## src/plc_io_params.svh

```systemverilog
// Register offsets, field positions, codes and reset values of the system I/O block
`ifndef PLC_IO_PARAMS_SVH
`define PLC_IO_PARAMS_SVH

// Register byte offsets
`define OFS_CTRL 8'h00
`define OFS_CHAN_EN 8'h04
`define OFS_STATUS 8'h08
`define OFS_IRQ_STAT 8'h0c
`define OFS_IRQ_MASK 8'h10
`define OFS_CHAN_STAT 8'h14
`define OFS_VOLUME 8'h18
`define OFS_RATE 8'h1c

// Control register fields
`define CTRL_MODE_LSB 0
`define CTRL_MODE_W 3
`define CTRL_RDEF_LSB 4
`define CTRL_RDEF_W 2

// Operating mode codes
`define MODE_SETUP 3'h0
`define MODE_PRIME 3'h1
`define MODE_DISPENSE 3'h2
`define MODE_METER 3'h3
`define MODE_BUBBLE 3'h4

// Ready definition codes
`define RDEF_IDLE 2'h0
`define RDEF_IDLE_NOFAULT 2'h1
`define RDEF_ARMED 2'h2
`define RDEF_ARMED_FULL 2'h3

// Interrupt status bits
`define IRQ_TRIG 0
`define IRQ_LOAD 1
`define IRQ_LOCKOUT 2
`define IRQ_FAULT 3
`define IRQ_W 4

// Reset values: nothing survives power loss
`define RST_CTRL 32'h0000_0000
`define RST_WORD 32'h0000_0000
`define RST_IRQ 4'h0

`endif

```

## src/plc_io_pkg.sv

```systemverilog
// Types shared by the system I/O block
package plc_io_pkg;
  typedef enum logic [1:0] {LOAD_IDLE, LOAD_ARM, LOAD_RUN} load_state_t;
endpackage : plc_io_pkg

```

## src/chan_bus_if.sv

```systemverilog
// Bundle between the system I/O top and its channel gating logic
`timescale 1ns/1ns
interface chan_bus_if #(parameter int N = 8);
  logic [2:0] mode;
  logic [1:0] ready_def;
  logic trig_lvl;
  logic trig_rise;
  logic [N-1:0] en;
  logic [N-1:0] fault;
  logic [N-1:0] need_ref;
  logic [N-1:0] need_load;
  logic [N-1:0] busy;
  logic [N-1:0] empty;
  logic [N-1:0] start;
  logic [N-1:0] run;
  logic [N-1:0] ready;
  modport ctl (output mode, ready_def, trig_lvl, trig_rise, en, fault, need_ref, need_load, busy, empty,
    input start, run, ready);
  modport gate (input mode, ready_def, trig_lvl, trig_rise, en, fault, need_ref, need_load, busy, empty,
    output start, run, ready);
endinterface : chan_bus_if

```

## src/in_sync.sv

```systemverilog
// Two-stage synchroniser with rising-edge detect for isolated inputs
`timescale 1ns/1ns
module in_sync #(parameter int W = 1) (
  // Clock and reset
  input wire logic clock,
  input wire logic nrst,
  // Asynchronous levels
  input wire logic [W-1:0] d,
  // Synchronised level and edge
  output logic [W-1:0] q,
  output logic [W-1:0] rise
);
  typedef struct packed {
    logic [W-1:0] s1;
    logic [W-1:0] s2;
    logic [W-1:0] s3;
  } sync_t;

  sync_t st_reg;
  sync_t st_next;

  always_comb begin
    st_next.s1 = d;
    st_next.s2 = st_reg.s1;
    st_next.s3 = st_reg.s2;
  end

  always_ff @(posedge clock) begin
    if (!nrst) begin
      st_reg <= '0;
    end else begin
      st_reg <= st_next;
    end
  end

  assign q = st_reg.s2;
  assign rise = st_reg.s2 & ~st_reg.s3;
endmodule : in_sync

```

## src/chan_gate.sv

```systemverilog
// Per-channel trigger eligibility, dispense start, meter run and ready state
`timescale 1ns/1ns
`include "plc_io_params.svh"
module chan_gate #(parameter int N = 8) (
  // Clock and reset
  input wire logic clock,
  input wire logic nrst,
  // Channel bundle
  chan_bus_if.gate cb
);
  typedef struct packed {
    logic [N-1:0] start;
    logic [N-1:0] run;
    logic [N-1:0] ready;
  } gate_t;

  gate_t st_reg;
  gate_t st_next;
  logic [N-1:0] elig;

  always_comb begin
    elig = cb.en & ~cb.fault & ~cb.need_ref & ~cb.need_load;
    st_next.start = '0;
    st_next.run = '0;
    // Prime, bubble and setup modes fall through with nothing started
    case (cb.mode)
      `MODE_DISPENSE: begin
        if (cb.trig_rise) begin
          st_next.start = elig;
        end
      end
      `MODE_METER: begin
        if (cb.trig_lvl) begin
          st_next.run = elig & ~cb.empty;
        end
      end
      default: begin
        st_next.start = '0;
      end
    endcase
    case (cb.ready_def)
      `RDEF_IDLE: st_next.ready = ~cb.busy;
      `RDEF_IDLE_NOFAULT: st_next.ready = ~cb.busy & ~cb.fault;
      `RDEF_ARMED: st_next.ready = ~cb.busy & elig;
      default: st_next.ready = ~cb.busy & elig & ~cb.empty;
    endcase
  end

  always_ff @(posedge clock) begin
    if (!nrst) begin
      st_reg <= '0;
    end else begin
      st_reg <= st_next;
    end
  end

  assign cb.start = st_reg.start;
  assign cb.run = st_reg.run;
  assign cb.ready = st_reg.ready;
endmodule : chan_gate

```

## src/plc_system_io.sv

```systemverilog
// System PLC discrete interface: trigger, load, ready, fault and load-required logic
`timescale 1ns/1ns
`include "plc_io_params.svh"

// Register map, one 32-bit word per offset, unused upper bits read as zero
// 0x00 control
//   mode in bits 2:0
//   ready definition in bits 5:4
// 0x04 channel enable, one bit per channel
//   writes are masked by the lockout switches
//   enabling a locked channel raises the lockout warning event
//   a select switch edge toggles the enable of an unlocked channel
// 0x08 status, read only
//   bit 0 synchronised trigger level
//   bit 1 synchronised load level
//   bit 2 system ready
//   bit 3 no channel faulted
//   bit 4 load required
//   bit 5 load sequence busy
// 0x0c event status, write one to clear, a new event wins over its clear
//   bit 0 dispense start issued
//   bit 1 load start issued
//   bit 2 lockout warning
//   bit 3 new channel fault
// 0x10 event mask, same layout, irq follows the unmasked events
// 0x14 channel status, read only: synchronised lockout switches
// 0x18 dispense volume in pump steps
// 0x1c rate in pump steps per second
// Other offsets ignore writes and read as zero

// Mode codes
//   0 setup, 1 prime, 2 dispense, 3 meter, 4 bubble clear
//   codes 5 to 7 act as setup: nothing is triggered
// Ready definitions
//   0 channel idle
//   1 channel idle and not faulted
//   2 channel idle and eligible for a trigger
//   3 as 2, with the chamber not empty

// Timing
//   two synchroniser edges, one edge-detect stage, then one output register
//   ch_start, ch_run and load_start follow a pin change by three clock edges
//   fault and load required follow the channel status by one cycle
//   ch_ready_conduct by one cycle, system ready by two
//   read data stand only in the cycle after the read strobe

// Limitation
//   a load edge that arrives while a load is armed or running is lost, not queued

// Summary of operation
// - The system trigger has no effect while the mode is prime or bubble clear.
// - In dispense mode each eligible channel gets one start pulse on the trigger's rising edge only.
// - Disabled, faulted, reference-needing or load-needing channels are skipped; the rest trigger.
// - In meter mode eligible channels run while the trigger stays applied, stopping on release or empty chamber.
// - System ready is true only when every channel is ready.
// - The meaning of ready for system and channel outputs comes from a software-written setting.
// - The fault output is inverted: true with no channel faulted, false once any channel faults.
// - A rising edge on the load input starts a load cycle; the input is ignored until loading ends.
// - Load required is true while any enabled channel needs a load or is loading.
// - Each isolated output conducts when its logical signal is true, after the fault inversion.
// - No parameter survives power loss; everything resets to zero and must be reprogrammed.
// - Volumes are step counts and rates are steps per second.
// - A lockout switch forces a channel disabled and refuses software enables with a warning.
module plc_system_io #(parameter int N = 8) (
  // Clock and reset
  input wire logic clock,
  input wire logic nrst,
  // Register port
  input wire logic [7:0] addr,
  input wire logic [31:0] wdata,
  input wire logic wr,
  input wire logic rd,
  output logic [31:0] rdata,
  // Interrupt
  output logic irq,
  // Isolated PLC inputs
  input wire logic trig_in,
  input wire logic load_in,
  // Front panel enable switch per channel
  input wire logic [N-1:0] lockout_in,
  input wire logic [N-1:0] select_in,
  // Channel status
  input wire logic [N-1:0] ch_fault,
  input wire logic [N-1:0] ch_need_ref,
  input wire logic [N-1:0] ch_need_load,
  input wire logic [N-1:0] ch_loading,
  input wire logic [N-1:0] ch_busy,
  input wire logic [N-1:0] ch_empty,
  // Channel commands
  output logic [N-1:0] ch_enabled,
  output logic [N-1:0] ch_start,
  output logic [N-1:0] ch_run,
  output logic [N-1:0] ch_ready_conduct,
  output logic load_start,
  output logic [31:0] volume_steps,
  output logic [31:0] rate_sps,
  // Isolated outputs
  output logic ready_conduct,
  output logic fault_conduct,
  output logic load_conduct
);
  typedef struct packed {
    logic [2:0] mode;
    logic [1:0] ready_def;
    logic [N-1:0] en;
    logic [31:0] volume;
    logic [31:0] rate;
    logic [`IRQ_W-1:0] stat;
    logic [`IRQ_W-1:0] mask;
    logic irq;
    logic [31:0] rdata;
    logic ready;
    logic fault_n;
    logic load_out;
    logic load_start;
    plc_io_pkg::load_state_t lst;
    logic [N-1:0] fault_d;
  } state_t;

  state_t st_reg;
  state_t st_next;

  logic [2*N+1:0] sync_q;
  logic [2*N+1:0] sync_rise;
  logic trig_q;
  logic trig_rise;
  logic load_q;
  logic load_rise;
  logic [N-1:0] lock_q;
  logic [N-1:0] sel_rise;

  chan_bus_if #(.N(N)) cb ();

  // All isolated inputs through one synchroniser bank
  in_sync #(.W(2 * N + 2)) u_sync (
    .clock(clock),
    .nrst(nrst),
    .d({select_in, lockout_in, load_in, trig_in}),
    .q(sync_q),
    .rise(sync_rise)
  );

  assign trig_q = sync_q[0];
  assign trig_rise = sync_rise[0];
  assign load_q = sync_q[1];
  assign load_rise = sync_rise[1];
  assign lock_q = sync_q[N+1:2];
  assign sel_rise = sync_rise[2*N+1:N+2];

  assign cb.mode = st_reg.mode;
  assign cb.ready_def = st_reg.ready_def;
  assign cb.trig_lvl = trig_q;
  assign cb.trig_rise = trig_rise;
  assign cb.en = st_reg.en;
  assign cb.fault = ch_fault;
  assign cb.need_ref = ch_need_ref;
  assign cb.need_load = ch_need_load;
  assign cb.busy = ch_busy;
  assign cb.empty = ch_empty;

  chan_gate #(.N(N)) u_gate (
    .clock(clock),
    .nrst(nrst),
    .cb(cb)
  );

  always_comb begin
    logic [`IRQ_W-1:0] set;
    logic [`IRQ_W-1:0] clr;
    logic [N-1:0] en_w;
    set = '0;
    clr = '0;
    en_w = st_reg.en;
    st_next = st_reg;

    // Software writes; parameters only arrive over the command link
    if (wr) begin
      case (addr)
        `OFS_CTRL: begin
          st_next.mode = wdata[`CTRL_MODE_LSB +: `CTRL_MODE_W];
          st_next.ready_def = wdata[`CTRL_RDEF_LSB +: `CTRL_RDEF_W];
        end
        `OFS_CHAN_EN: begin
          en_w = wdata[N-1:0];
          if (|(wdata[N-1:0] & lock_q & ~st_reg.en)) begin
            set[`IRQ_LOCKOUT] = 1'b1;
          end
        end
        `OFS_IRQ_STAT: begin
          clr = wdata[`IRQ_W-1:0];
        end
        `OFS_IRQ_MASK: begin
          st_next.mask = wdata[`IRQ_W-1:0];
        end
        `OFS_VOLUME: begin
          st_next.volume = wdata;
        end
        `OFS_RATE: begin
          st_next.rate = wdata;
        end
        default: begin
          clr = '0;
        end
      endcase
    end

    // Select switch toggles enable; lockout forces disable
    en_w = en_w ^ (sel_rise & ~lock_q);
    if (|(sel_rise & lock_q & ~st_reg.en)) begin
      set[`IRQ_LOCKOUT] = 1'b1;
    end
    st_next.en = en_w & ~lock_q;

    // Load cycle sequencer
    st_next.load_start = 1'b0;
    case (st_reg.lst)
      plc_io_pkg::LOAD_IDLE: begin
        if (load_rise) begin
          st_next.load_start = 1'b1;
          st_next.lst = plc_io_pkg::LOAD_ARM;
          set[`IRQ_LOAD] = 1'b1;
        end
      end
      plc_io_pkg::LOAD_ARM: begin
        st_next.lst = plc_io_pkg::LOAD_RUN;
      end
      plc_io_pkg::LOAD_RUN: begin
        if (!(|ch_loading)) begin
          st_next.lst = plc_io_pkg::LOAD_IDLE;
        end
      end
      default: begin
        st_next.lst = plc_io_pkg::LOAD_IDLE;
      end
    endcase

    // System outputs
    st_next.ready = &cb.ready;
    st_next.fault_n = ~(|ch_fault);
    st_next.load_out = |(st_reg.en & (ch_need_load | ch_loading));
    st_next.fault_d = ch_fault;

    // Events
    if (|cb.start) begin
      set[`IRQ_TRIG] = 1'b1;
    end
    if (|(ch_fault & ~st_reg.fault_d)) begin
      set[`IRQ_FAULT] = 1'b1;
    end
    st_next.stat = (st_reg.stat & ~clr) | set;
    st_next.irq = |(st_next.stat & st_next.mask);

    // Read data valid only in the cycle after the strobe
    st_next.rdata = '0;
    if (rd) begin
      case (addr)
        `OFS_CTRL: begin
          st_next.rdata[`CTRL_MODE_LSB +: `CTRL_MODE_W] = st_reg.mode;
          st_next.rdata[`CTRL_RDEF_LSB +: `CTRL_RDEF_W] = st_reg.ready_def;
        end
        `OFS_CHAN_EN: st_next.rdata[N-1:0] = st_reg.en;
        `OFS_STATUS: begin
          st_next.rdata[5:0] = {st_reg.lst != plc_io_pkg::LOAD_IDLE, st_reg.load_out,
            st_reg.fault_n, st_reg.ready, load_q, trig_q};
        end
        `OFS_IRQ_STAT: st_next.rdata[`IRQ_W-1:0] = st_reg.stat;
        `OFS_IRQ_MASK: st_next.rdata[`IRQ_W-1:0] = st_reg.mask;
        `OFS_CHAN_STAT: st_next.rdata[N-1:0] = lock_q;
        `OFS_VOLUME: st_next.rdata = st_reg.volume;
        `OFS_RATE: st_next.rdata = st_reg.rate;
        default: st_next.rdata = '0;
      endcase
    end
  end

  // Everything clears at reset, nothing is retained
  always_ff @(posedge clock) begin
    if (!nrst) begin
      st_reg <= '0;
      st_reg.lst <= plc_io_pkg::LOAD_IDLE;
    end else begin
      st_reg <= st_next;
    end
  end

  // Conduction equals logical truth
  assign ready_conduct = st_reg.ready;
  assign fault_conduct = st_reg.fault_n;
  assign load_conduct = st_reg.load_out;
  assign ch_ready_conduct = cb.ready;
  assign ch_start = cb.start;
  assign ch_run = cb.run;
  assign ch_enabled = st_reg.en;
  assign load_start = st_reg.load_start;
  assign volume_steps = st_reg.volume;
  assign rate_sps = st_reg.rate;
  assign rdata = st_reg.rdata;
  assign irq = st_reg.irq;
endmodule : plc_system_io

```

## config.mk

```make
export PLATFORM = sky130hd
export DESIGN_NAME = plc_system_io
export DESIGN_NICKNAME = d
export VERILOG_FILES = /design/src/plc_io_pkg.sv /design/src/chan_bus_if.sv /design/src/in_sync.sv /design/src/chan_gate.sv /design/src/plc_system_io.sv
export VERILOG_INCLUDE_DIRS = /design/src
export SDC_FILE = /design/constraint.sdc
export NUM_CORES = 1
export LEC_CHECK = 0
export ABC_AREA = 0
export BUFFER_PORTS_ARGS = -buffer_cell sky130_fd_sc_hd__clkbuf_2
export CORE_ASPECT_RATIO = 0.7
export CORE_MARGIN = 2
export CORE_UTILIZATION = 50
export CTS_CLUSTER_DIAMETER = 100
export DETAILED_ROUTE_END_ITERATION = 16
export GPL_ROUTABILITY_DRIVEN = 1
export PLACE_DENSITY = 0.78
export SLEW_MARGIN = 20
export SYNTH_ARGS = -nofsm -noshare
export SYNTH_HDL_FRONTEND = slang
export SYNTH_SLANG_ARGS = --single-unit
```

## constraint.sdc

```tcl
create_clock -name clock -period 2.7 [get_ports clock]
set_input_delay 0.405 -clock clock [delete_from_list [all_inputs] [get_ports clock]]
set_output_delay 0.405 -clock clock [all_outputs]
set_load 0.03 [all_outputs]
```

Word level (Yosys, flattened, before mapping)
Cells that the tools add are included.
{ "totals": {"regBits": 210, "inputBits": 110, "out_inout_bits": 133, "wordCells": 112} }
{ "op_classes": {"eq_ne": 15, "muxes": 23, "n_bitwise": 32, "n_reduce_logical": 21} }
{ "ops": {"columns": ["operator", "n"], "rows": [
  ["$and A8 B8 Y8", 15],
  ["$not A8 Y8", 8],
  ["$reduce_or A8 Y1", 7],
  ["$pmux W24 S2", 1],
  ["$eq A8 B5 Y1 const B", 4],
  ["$pmux W3 S8", 1],
  ["$pmux W8 S3", 1],
  ["$and A18 B18 Y18", 1],
  ["$not A18 Y18", 1],
  ["$eq A8 B4 Y1 const B", 2],
  ["$mux W4", 4],
  ["$mux W8", 2],
  ["$pmux W2 S6", 1],
  ["$reduce_and A2 Y1", 6],
  ["$and A4 B4 Y4", 2],
  ["$eq A8 B3 Y1 const B", 1],
  ["$logic_not A8 Y1", 1],
  ["$mux W1", 8],
  ["$or A8 B8 Y8", 1],
  ["$pmux W2 S4", 1],
  ["$reduce_and A8 Y1", 1],
  ["$xor A8 B8 Y8", 1],
  ["$pmux W1 S7", 1],
  ["$eq A3 B2 Y1 const B", 2],
  ["other kinds (13)", 18]
]} }

Logic depth before layout (Yosys ltp)
Gate-level depths: netlist of the first run.
{ "depth": {"ltp_word": 10, "depth_mapped": 8, "ltp_nobuf": 5} }

Cells and area by module
From an unflattened synthesis of the first run, not the netlist that was laid out.
{ "hier_totals": {"cells_unflattened": 940, "area_unflattened_um2": 8884.8} }
{ "by_module_without_submodules": {"columns": ["module", "instances", "cells_each", "area_per_inst_um2", "seq_area_each_um2"], "rows": [
  ["plc_system_io", 1, 712, 6264.8, 2642.5],
  ["in_sync", 1, 149, 1734.2, 1081.0],
  ["chan_gate", 1, 79, 885.8, 480.5]
]} }

Least setup slack after synthesis of the first run
OpenSTA, ideal clock, no wires.
{ "synth_path": {"path_kind": "input-to-reg", "start": "input addr[5]", "end": "register st_reg, in the netlist irq", "setup_ps": 83, "arrival_ps": 2012, "required_ps": 2617, "path_slack_ps": 605, "path_stages": 7, "path_buffers": 2, "path_cell_list": "or4b_1 buf_2 or3_1 buf_2 mux2i_1 or3_1 o221ai_1"} }
{ "synth_via": {"elab_chain_len": 8, "word_cells_on_any_way": 15, "classes_between": "eq/ne (3); mux (7); bitwise (4); reduce/logical (1)"} }
{ "synth_lines": {"columns": ["item", "line_no", "rtl"], "rows": [
  ["start: declaration", "plc_system_io.sv:69", "input wire logic [7:0] addr,"],
  ["$eq A8 B4 Y1", "plc_system_io.sv:178", "case (addr)"],
  ["$mux W4", "plc_system_io.sv:178", null],
  ["$mux W4", "plc_system_io.sv:177", "if (wr) begin"],
  ["$not A4 Y4", "plc_system_io.sv:250", "st_next.stat = (st_reg.stat & ~clr) | set;"],
  ["$and A4 B4 Y4", "plc_system_io.sv:250", null],
  ["$or A4 B4 Y4", "plc_system_io.sv:250", null],
  ["$and A4 B4 Y4 (*)", "plc_system_io.sv:251", "st_next.irq = |(st_next.stat & st_next.mask);"],
  ["$reduce_or A4 Y1 (*)", "plc_system_io.sv:251", null],
  ["end signal: assignment", "plc_system_io.sv:282", "st_reg <= st_next;"],
  ["end: declaration", "plc_system_io.sv:120", "state_t st_reg;"]
]} }
Every way passes the cells marked *; elsewhere a longest branch is shown, timed or not.
A chain may end at the register's enable or synchronous reset.

Final worst setup path of the first run
{ "layout_path": {"start": "register st_reg, in the netlist ch_enabled[0]", "end": "register st_reg, in the netlist irq"} }
{ "layout_via": {"elab_chain_len": 10, "word_cells_on_any_way": 12, "classes_between": "mux (4); bitwise (5); reduce/logical (3)"} }
{ "layout_lines": {"columns": ["item", "line_no", "rtl"], "rows": [
  ["$not A8 Y8 (*)", "plc_system_io.sv:185, plc_system_io.sv:209", null],
  ["$and A8 B8 Y8", "plc_system_io.sv:185", "if (|(wdata[N-1:0] & lock_q & ~st_reg.en)) begin"],
  ["$reduce_or A8 Y1", "plc_system_io.sv:185", null],
  ["$mux W1", "plc_system_io.sv:185", null],
  ["$mux W1", "plc_system_io.sv:178", null],
  ["$mux W1", "plc_system_io.sv:177", null],
  ["$mux W1 (*)", "plc_system_io.sv:209", "if (|(sel_rise & lock_q & ~st_reg.en)) begin"],
  ["$or A4 B4 Y4 (*)", "plc_system_io.sv:250", null],
  ["$and A4 B4 Y4 (*)", "plc_system_io.sv:251", null],
  ["$reduce_or A4 Y1 (*)", "plc_system_io.sv:251", null]
]} }
Marks and branches as above.

==> results of run 1 <==
-- final timing paths --
| kind | startpoint | endpoint | slack [ns] | depth (start not counted) |
|---|---|---|---|---|
| setup / recovery | ch_enabled[0] | irq | 0.75 | 5 |
| hold / removal | ch_busy[3] | u_gate.cb.ready[3] | 0.09 | 2 |
| setup reg to reg | ch_enabled[0] | irq | 0.75 | 5 |
| hold reg to reg | u_sync.st_next[34] | u_sync.q[16] | 0.43 | 1 |
-- power groups by stage --
stage               Sequential, uW  Combinational, uW  Clock, uW
finish                        3080                339       2790
global route                  3090                368       2950
CTS                           3080                336       2820
detailed placement            3150                333          0
global placement              3150                331          0
floorplan                     3140                158          0
-- area by class of cell --
class                           instances  share of cell area, %
Sequential cell                       202                  42.96
Clock buffer                           26                  5.995
Inverter                               12                 0.4785
Multi-Input combinational cell        551                  32.25
Clock inverter                          8                  1.010
Tap cell                              200                  2.659
Timing Repair Buffer                  261                  14.65
-- worst reg2reg max path, stage by stage, from the launching register on --
cell and delay [ns]:
dfxtp_1 0.57, nor4bb_1 0.15, nor4_1 0.34, nand2_1 0.15
a211oi_1 0.44, o221ai_1 0.19
-- per-stage QoR --
stage	worst slack, ns	util [%]
after detailed placement	0.3287	55.96
after global routing	0.5982	60.17
after floorplan	0.6049	-
after CTS	0.8302	60.17
after global placement	0.3829	55.96
final	0.7514	60.17
-- kinds of logic after synthesis --
kind of cell / Yosys count
compound gates: 164
xor+xnor: 8
buf+inv: 166
flops: 202
mux: 22
simple gates: 357
-- placed cells by master (no fill, tap or decap), types with 3 or more instances in the layout --
master     instances
and3b_1            4
nor4_1             7
dfxtp_1          202
inv_1             10
mux2i_1           22
nand2b_1          12
a222oi_1           4
clkbuf_1           3
nand3_1           10
and2_1            53
nor2_1            64
nand2_1          138
a21oi_1           95
nor4b_1            4
nand4_1            8
clkinv_2           4
buf_4             17
or4_1              6
a221oi_1           4
clkbuf_2         242
a31oi_1            8
nor3_1            28
nor4bb_1           9
o21ai_0           10
a22oi_1           32
xnor2_1            8
clkbuf_16         21
-- routing by layer --
layer / global-route usage (%) / vias up / part of all wire [%]
li1: - / 3290 / -
met1: 38.32 / 3204 / 45
met2: 37.40 / 357 / 42
met3: 6.868 / 31 / 11
met4: 5.810 / 0 / 1.7
met5: 0 / - / 0
==> metrics.yaml, run 1 <==
status: "finished, final reports clean"
antenna_found_initial: 0
grt_pass1_vias: 6308
maxCapViolations: 0
timing.setup.tns_ns: 0
fmax_ghz: 0.5132
p_sw_share_pct: 22.13
nFillCells: 1359
path_clk_slew_ns: 0.06
critical_path.max_fanout: 6
finClkSkew_ns: 0.01040
grt_first_pass_wirelength_um: 35360
start_util_pct: 51.76
p_switching_uw: 1374
path_buf_inv: 0
rsz0062_at_grt: "false"
p_seq_share_pct: 49.7
synth_top_area_share_pct: 49.95
synth.yosys.seq_area_share_pct: 49.95
power_frac_clock_pct: 44.9
n_antenna_cell: 0
synth_most_common_cell: "dfxtp_1"
p_comb_share_pct: 5.5
dpl-instance-area_um2: 8753
clockBufferDepth: 3
gr-total-overflow: 0
synthDistinctLibCells: 46
finalHoldViolCount: 0
synth_area_leaders: "dfxtp_1, buf_4, nand2_1"
critPathKind: "reg -> reg"
port-buffer-count: 242
synth_common_cells: "dfxtp_1, nand2_1, buf_4"
grt_usage_pct: 25.82
worst_skew_pair.late_latency_ns: 0.49
post_cts_buffers: 0
multi_input_area_um2: 3035
hold_path.class: "in -> reg"
critical-path-max-stage-delay_ns: 0.57
setup.worst_path.start_class: "flip-flop"
cts_hold_buffers: 0
synthAdderAreaFrac_pct: 0
first_pass_iters: 6
p_leak_uw: 0.003992
synth.area.mux_share_pct: 2.720
dieArea_um2: 17240
synthXorXnorAreaFrac_pct: 0.8654
place_hpwl_um: 16630
synth_top_family_by_area: "simple AND/OR/NAND/NOR gates"
clock-sinks: 202
drive_above_1_share_pct: 28.21
avgViaCountPerCell: 5.462
grt_max_degree: 53
vias: 6882
critical_path_arrival_ns: 2.30
drc: 0
drt_wl_total_um: 22900
drv_slew: 0
period_share_pct: 72.17
io_pins: 243
syn_area_um2: 8097
synth_edf_count: 0
ir_worst_vdd_uv: 387.1
wl_per_cell_um: 18.17
cts.htree.levels: 1
drt-initial-drc-count: 607
end_kind: "flip-flop"
gp_congestion: 0.9534
powerDensity_nw_per_um2: 659.5
tritoncts: "done"
ys_ff_latch: 202
synth_area_per_cell_um2: 8.810
dp_cells: 1226
worst_pin_slew_ns: 0.7161
rows: 38
core-area_um2: 15640
p_total_uw: 6208
cp.required_ns: 3.05
final_nets: 1158
synth-simple-area-share_pct: 21.73
yosys_most_used_dff: "dfxtp_1"
die_w_um: 156.1
whs_ns: 0.08703
syn_inst: 919
ctsResizeCount: 0
finalCriticalPeriod_ns: 1.949
final_cells: 1260
path_delay_family: "simple AND/OR/NAND/NOR gates"
cts_root_buf: "clkbuf_16"
cp_cell_sequence: "nor4bb_1 -> nor4_1 -> nand2_1 -> a211oi_1 -> o221ai_1"
yosys_warnings: 0
yosys.area.top_type: "dfxtp_1"
synth_async_sr_flop_share_pct: 0
setup_viol: 0
syn-num-nets: 1029
drt.antenna.violating_nets: 0
synth_compound_area_share_pct: 12.08
p_int_uw: 4834
seq_area_um2: 4044
slew_headroom_pct: 52.19
fin_area_um2: 9413
die_y_um: 110.5
numCtsBuffers: 20
slowest_stage: "dfxtp_1"
areaGrowthSynthToFinish_pct: 16.26
No activity file was read; power rests on OpenSTA's default activity.
==> run 2: changes to the inputs <==
Clock period 2.7 ns to 1.93 ns, I/O delays scaled along.
==> run 2 against run 1 <==
Utilization is 4.3 points higher. Cell area is 7.2% higher. Clock power is 39% higher. Power is 41% higher.
==> metrics.yaml, run 2 (same netlist as run 1, synthesis figures left out) <==
critical_path_arrival_ns: 2.27
slowest_stage: "or4b_2"
avgViaCountPerCell: 5.467
whs_ns: 0.01815
worst_pin_slew_ns: 0.7837
path_clk_slew_ns: 0.07
clock-sinks: 202
drv_slew: 0
wl_per_cell_um: 18.27
grt_usage_pct: 27.51
p_leak_uw: 0.004340
maxCapViolations: 0
tritoncts: "done"
cts_root_buf: "clkbuf_16"
hold_path.class: "in -> reg"
grt_pass1_vias: 6970
timing.critical_path.mode_cell: "a21oi_1"
antenna_found_initial: 0
rows: 38
fmax_ghz: 0.5327
rsz0062_at_grt: "false"
dieArea_um2: 17240
timing.setup.tns_ns: 0
setup_viol: 0
drt_wl_total_um: 24390
gp_congestion: 0.9260
areaGrowthSynthToFinish_pct: 24.60
multi_input_area_um2: 3035
final_nets: 1231
vias: 7298
setup.worst_path.start_class: "flip-flop"
wl_met3_um: 2908
mostFrequentLayoutCell: "clkbuf_2"
status: "finished, final reports clean"
pre_cts_slack_ns: -0.1497
finalHoldViolCount: 0
grt_max_degree: 53
worst_skew_pair.late_latency_ns: 0.49
cp_cell_sequence: "or4b_2 -> a21oi_1 -> a21oi_1 -> nor3_1"
powerDensity_nw_per_um2: 869.3
io_pins: 243
slew_headroom_pct: 47.68
port-buffer-count: 242
setup_ws_ns: 0.05264
gr-total-overflow: 0
drt.antenna.violating_nets: 0
drive_above_1_share_pct: 30.57
critPathKind: "reg -> reg"
ir_worst_vdd_uv: 655.3
cts.htree.levels: 1
numCtsBuffers: 20
n_antenna_cell: 0
die_w_um: 156.1
drc: 0
core-area_um2: 15640
die_y_um: 110.5
finClkSkew_ns: 0.01462
start_util_pct: 51.76
post-route-util_pct: 64.49
critical-path-max-stage-delay_ns: 0.64
drt-initial-drc-count: 736
layout_common_cells: "clkbuf_2, dfxtp_1, nand2_1, a21oi_1, nor2_1"
period_share_pct: 97.27
highest_layer: "met4"
seq_area_um2: 4044
first_pass_iters: 5
path_delay_family: "simple AND/OR/NAND/NOR gates"
cp.required_ns: 2.32
m1WireLength_um: 10400
path_buf_inv: 0
end_kind: "flip-flop"
critical_path.max_fanout: 5
nFillCells: 1308
clockBufferDepth: 3
grt_first_pass_wirelength_um: 37740
finalCriticalPeriod_ns: 1.877
met2_length_um: 10420
place_hpwl_um: 17480
## run 2: worst reg2reg max path: cells and delay by family (launching register included)
family | cells | cell delay (ns)
DFF | 1 | 0.50
AOI/OAI and AO/OA | 2 | 0.40
and+or+nand+nor | 2 | 0.89
## run 2: power breakdown
part / switching, uW / internal, uW
Sequential: 53.7 / 4250
Clock: 1700 / 2190
Combinational: 322 / 263
Total: 2070 / 6700
## run 2: timing repair
item / CTS / global route
resized for setup: 0 / 0
buffers inserted: 0 / 0
hold buffers: 30 / 0
endpoints found under the hold margin: 30 / 0
## run 2: path summary, 6_finish.rpt
kind,endpoint,cells after the start,from,slack [ns]
worst max-delay path,u_gate.cb.ready[1],4,ch_enabled[1],0.05
worst min-delay path,u_sync.st_next[22],2,lockout_in[2],0.02
worst max register to register,u_gate.cb.ready[1],4,ch_enabled[1],0.05
worst min register to register,u_sync.q[15],1,u_sync.st_next[33],0.43
## run 2: cell type report
type / instances / area share (%)
sequential: 202 / 40.08
multi-input combinational: 551 / 30.09
timing repair buffer: 334 / 20.34
clock buffer: 22 / 5.345
tap: 200 / 2.480
clock inverter: 14 / 1.215
inverter: 12 / 0.4465
## run 2: per-stage QoR
step                      instance area [um^2]  power (uW)  cells
after floorplan                           8103        4618    919
after detailed placement                  9126        4912   1269
after global placement                    9126        4903   1269
after CTS                                10090        8799   1335
final                                    10090        8770   1335
after global routing                     10090        9039   1335
## run 2: routing by layer
| layer | vias up | GRT usage [%] |
|---|---|---|
| met5 | - | 0 |
| met4 | 0 | 8.012 |
| met3 | 62 | 8.477 |
| met2 | 425 | 40.56 |
| met1 | 3380 | 38.75 |
| li1 | 3431 | - |
==> run 3: changes to the inputs <==
Settings changed: HOLD_SLACK_MARGIN set to 0.15.
Clock period 1.93 ns to 2.45 ns, I/O delays scaled along.
==> run 3 against run 2 <==
Clock power fell by 20%. Wire length fell by 2.0%. Die area unchanged. Critical path depth increased by 1. Setup slack better by 0.44 ns. Cell area barely moved. Count of clock-buffer cells in the layout is 8 higher.
==> metrics.yaml, run 3 (same netlist as run 1, synthesis figures left out) <==
finClkSkew_ns: 0.01947
cts_root_buf: "clkbuf_16"
core-area_um2: 15640
status: "finished, final reports clean"
gp_congestion: 0.9939
numCtsBuffers: 20
vias: 7263
layout_common_cells: "clkbuf_2, dfxtp_1, nand2_1, a21oi_1, nor2_1"
slew_headroom_pct: 52.99
setup_viol: 0
drt.antenna.violating_nets: 0
critical_path.max_fanout: 7
drt_wl_total_um: 23910
hold_path_depth: 3
rsz0062_at_grt: "false"
r2r_slack_ns: 0.50
clockBufferDepth: 3
worst_skew_pair.late_latency_ns: 0.50
grt_first_pass_wirelength_um: 36920
maxCapViolations: 0
tritoncts: "done"
timing.setup.tns_ns: 0
r2r_start: "ch_enabled[6]"
setup_ws_ns: 0.4957
io_pins: 243
powerDensity_nw_per_um2: 690.8
end_kind: "flip-flop"
avgViaCountPerCell: 5.473
mostFrequentLayoutCell: "clkbuf_2"
grt_pass1_vias: 6782
start_util_pct: 51.76
dieArea_um2: 17240
cts.htree.levels: 1
port-buffer-count: 242
p_leak_uw: 0.004283
critPathKind: "reg -> reg"
hold_path.class: "in -> reg"
post_cts_buffers: 0
worst_pin_slew_ns: 0.7041
first_pass_iters: 6
place_hpwl_um: 16890
path_clk_slew_ns: 0.07
drc: 0
min-delay-start: "nrst"
areaGrowthSynthToFinish_pct: 24.48
grt_usage_pct: 27.10
rows: 38
final_nets: 1223
setup.worst_path.start_class: "flip-flop"
period_share_pct: 79.77
pre_cts_slack_ns: 0.1587
cp.required_ns: 2.81
drive_above_1_share_pct: 27.24
wl_per_cell_um: 18.01
fmax_ghz: 0.5117
die_y_um: 110.5
antenna_found_initial: 0
finalCriticalPeriod_ns: 1.954
clock-sinks: 202
grt_max_degree: 54
worstRegToRegCells: 5
r2r-end: "irq"
critical_path_arrival_ns: 2.32
drt-initial-drc-count: 716
die_w_um: 156.1
drv_slew: 0
n_antenna_cell: 0
finalHoldViolCount: 0
hold_end: "ready_conduct"
gr-total-overflow: 0
ir_worst_vdd_uv: 397.9
[run 3: where the power goes]
| group | internal (uW) | switching, uW | total, uW |
|---|---|---|---|
| logic | 211 | 249 | 460 |
| clock network | 1850 | 1250 | 3110 |
| registers | 3350 | 51.6 | 3400 |
| total | 5410 | 1550 | 6960 |
[run 3: stage by stage]
step	util [%]	power [uW]	instances	instance area [um^2]	hold WS, ns
6_report	64.43	6962	1327	10080	0.1791
4_1_cts	64.43	6989	1327	10080	0.1660
2_1_floorplan	-	3638	919	8097	0.4119
3_3_place_gp	56.33	3834	1232	8811	0.4165
3_5_place_dp	56.33	3838	1232	8811	0.4184
5_1_grt	64.43	7183	1327	10080	0.1756
[run 3: cell type report]
type,count,area [um^2]
clock buffer,30,619.3
clock inverter,6,57.56
fill,1303,5564
inverter,12,45.04
multi-input combinational,551,3035
sequential,202,4044
tap,200,250.2
timing repair buffer,326,2027
[run 3: how the worst max path moves through the flow]
stage                   from  endpoint  slack [ns]
2_1_floorplan        addr[5]       irq        0.39
3_5_place_dp         addr[5]       irq        0.16
3_3_place_gp         addr[5]       irq        0.25
5_1_grt        ch_enabled[6]       irq        0.44
4_1_cts        ch_enabled[6]       irq        0.62
6_report       ch_enabled[6]       irq        0.50
[run 3: worst max-delay path, cell delays in order (launching register included)]
cell,delay [ns]
dfxtp_1,0.55
nor4bb_1,0.12
nor4_1,0.37
nand2_1,0.17
a211oi_1,0.44
o221ai_1,0.19
[run 3: per-layer routing]
layer	wire, um	vias up	GRT usage [%]
met5	0	-	0
met4	785	0	8.685
met3	2909	67	8.203
met2	10060	464	39.56
met1	10150	3312	38.30
li1	-	3420	-
[run 3: repair_timing]
action,in CTS,in global routing
resized for setup,0,0
hold endpoints to repair,82,0
setup endpoints to repair,0,0
hold buffers,59,0
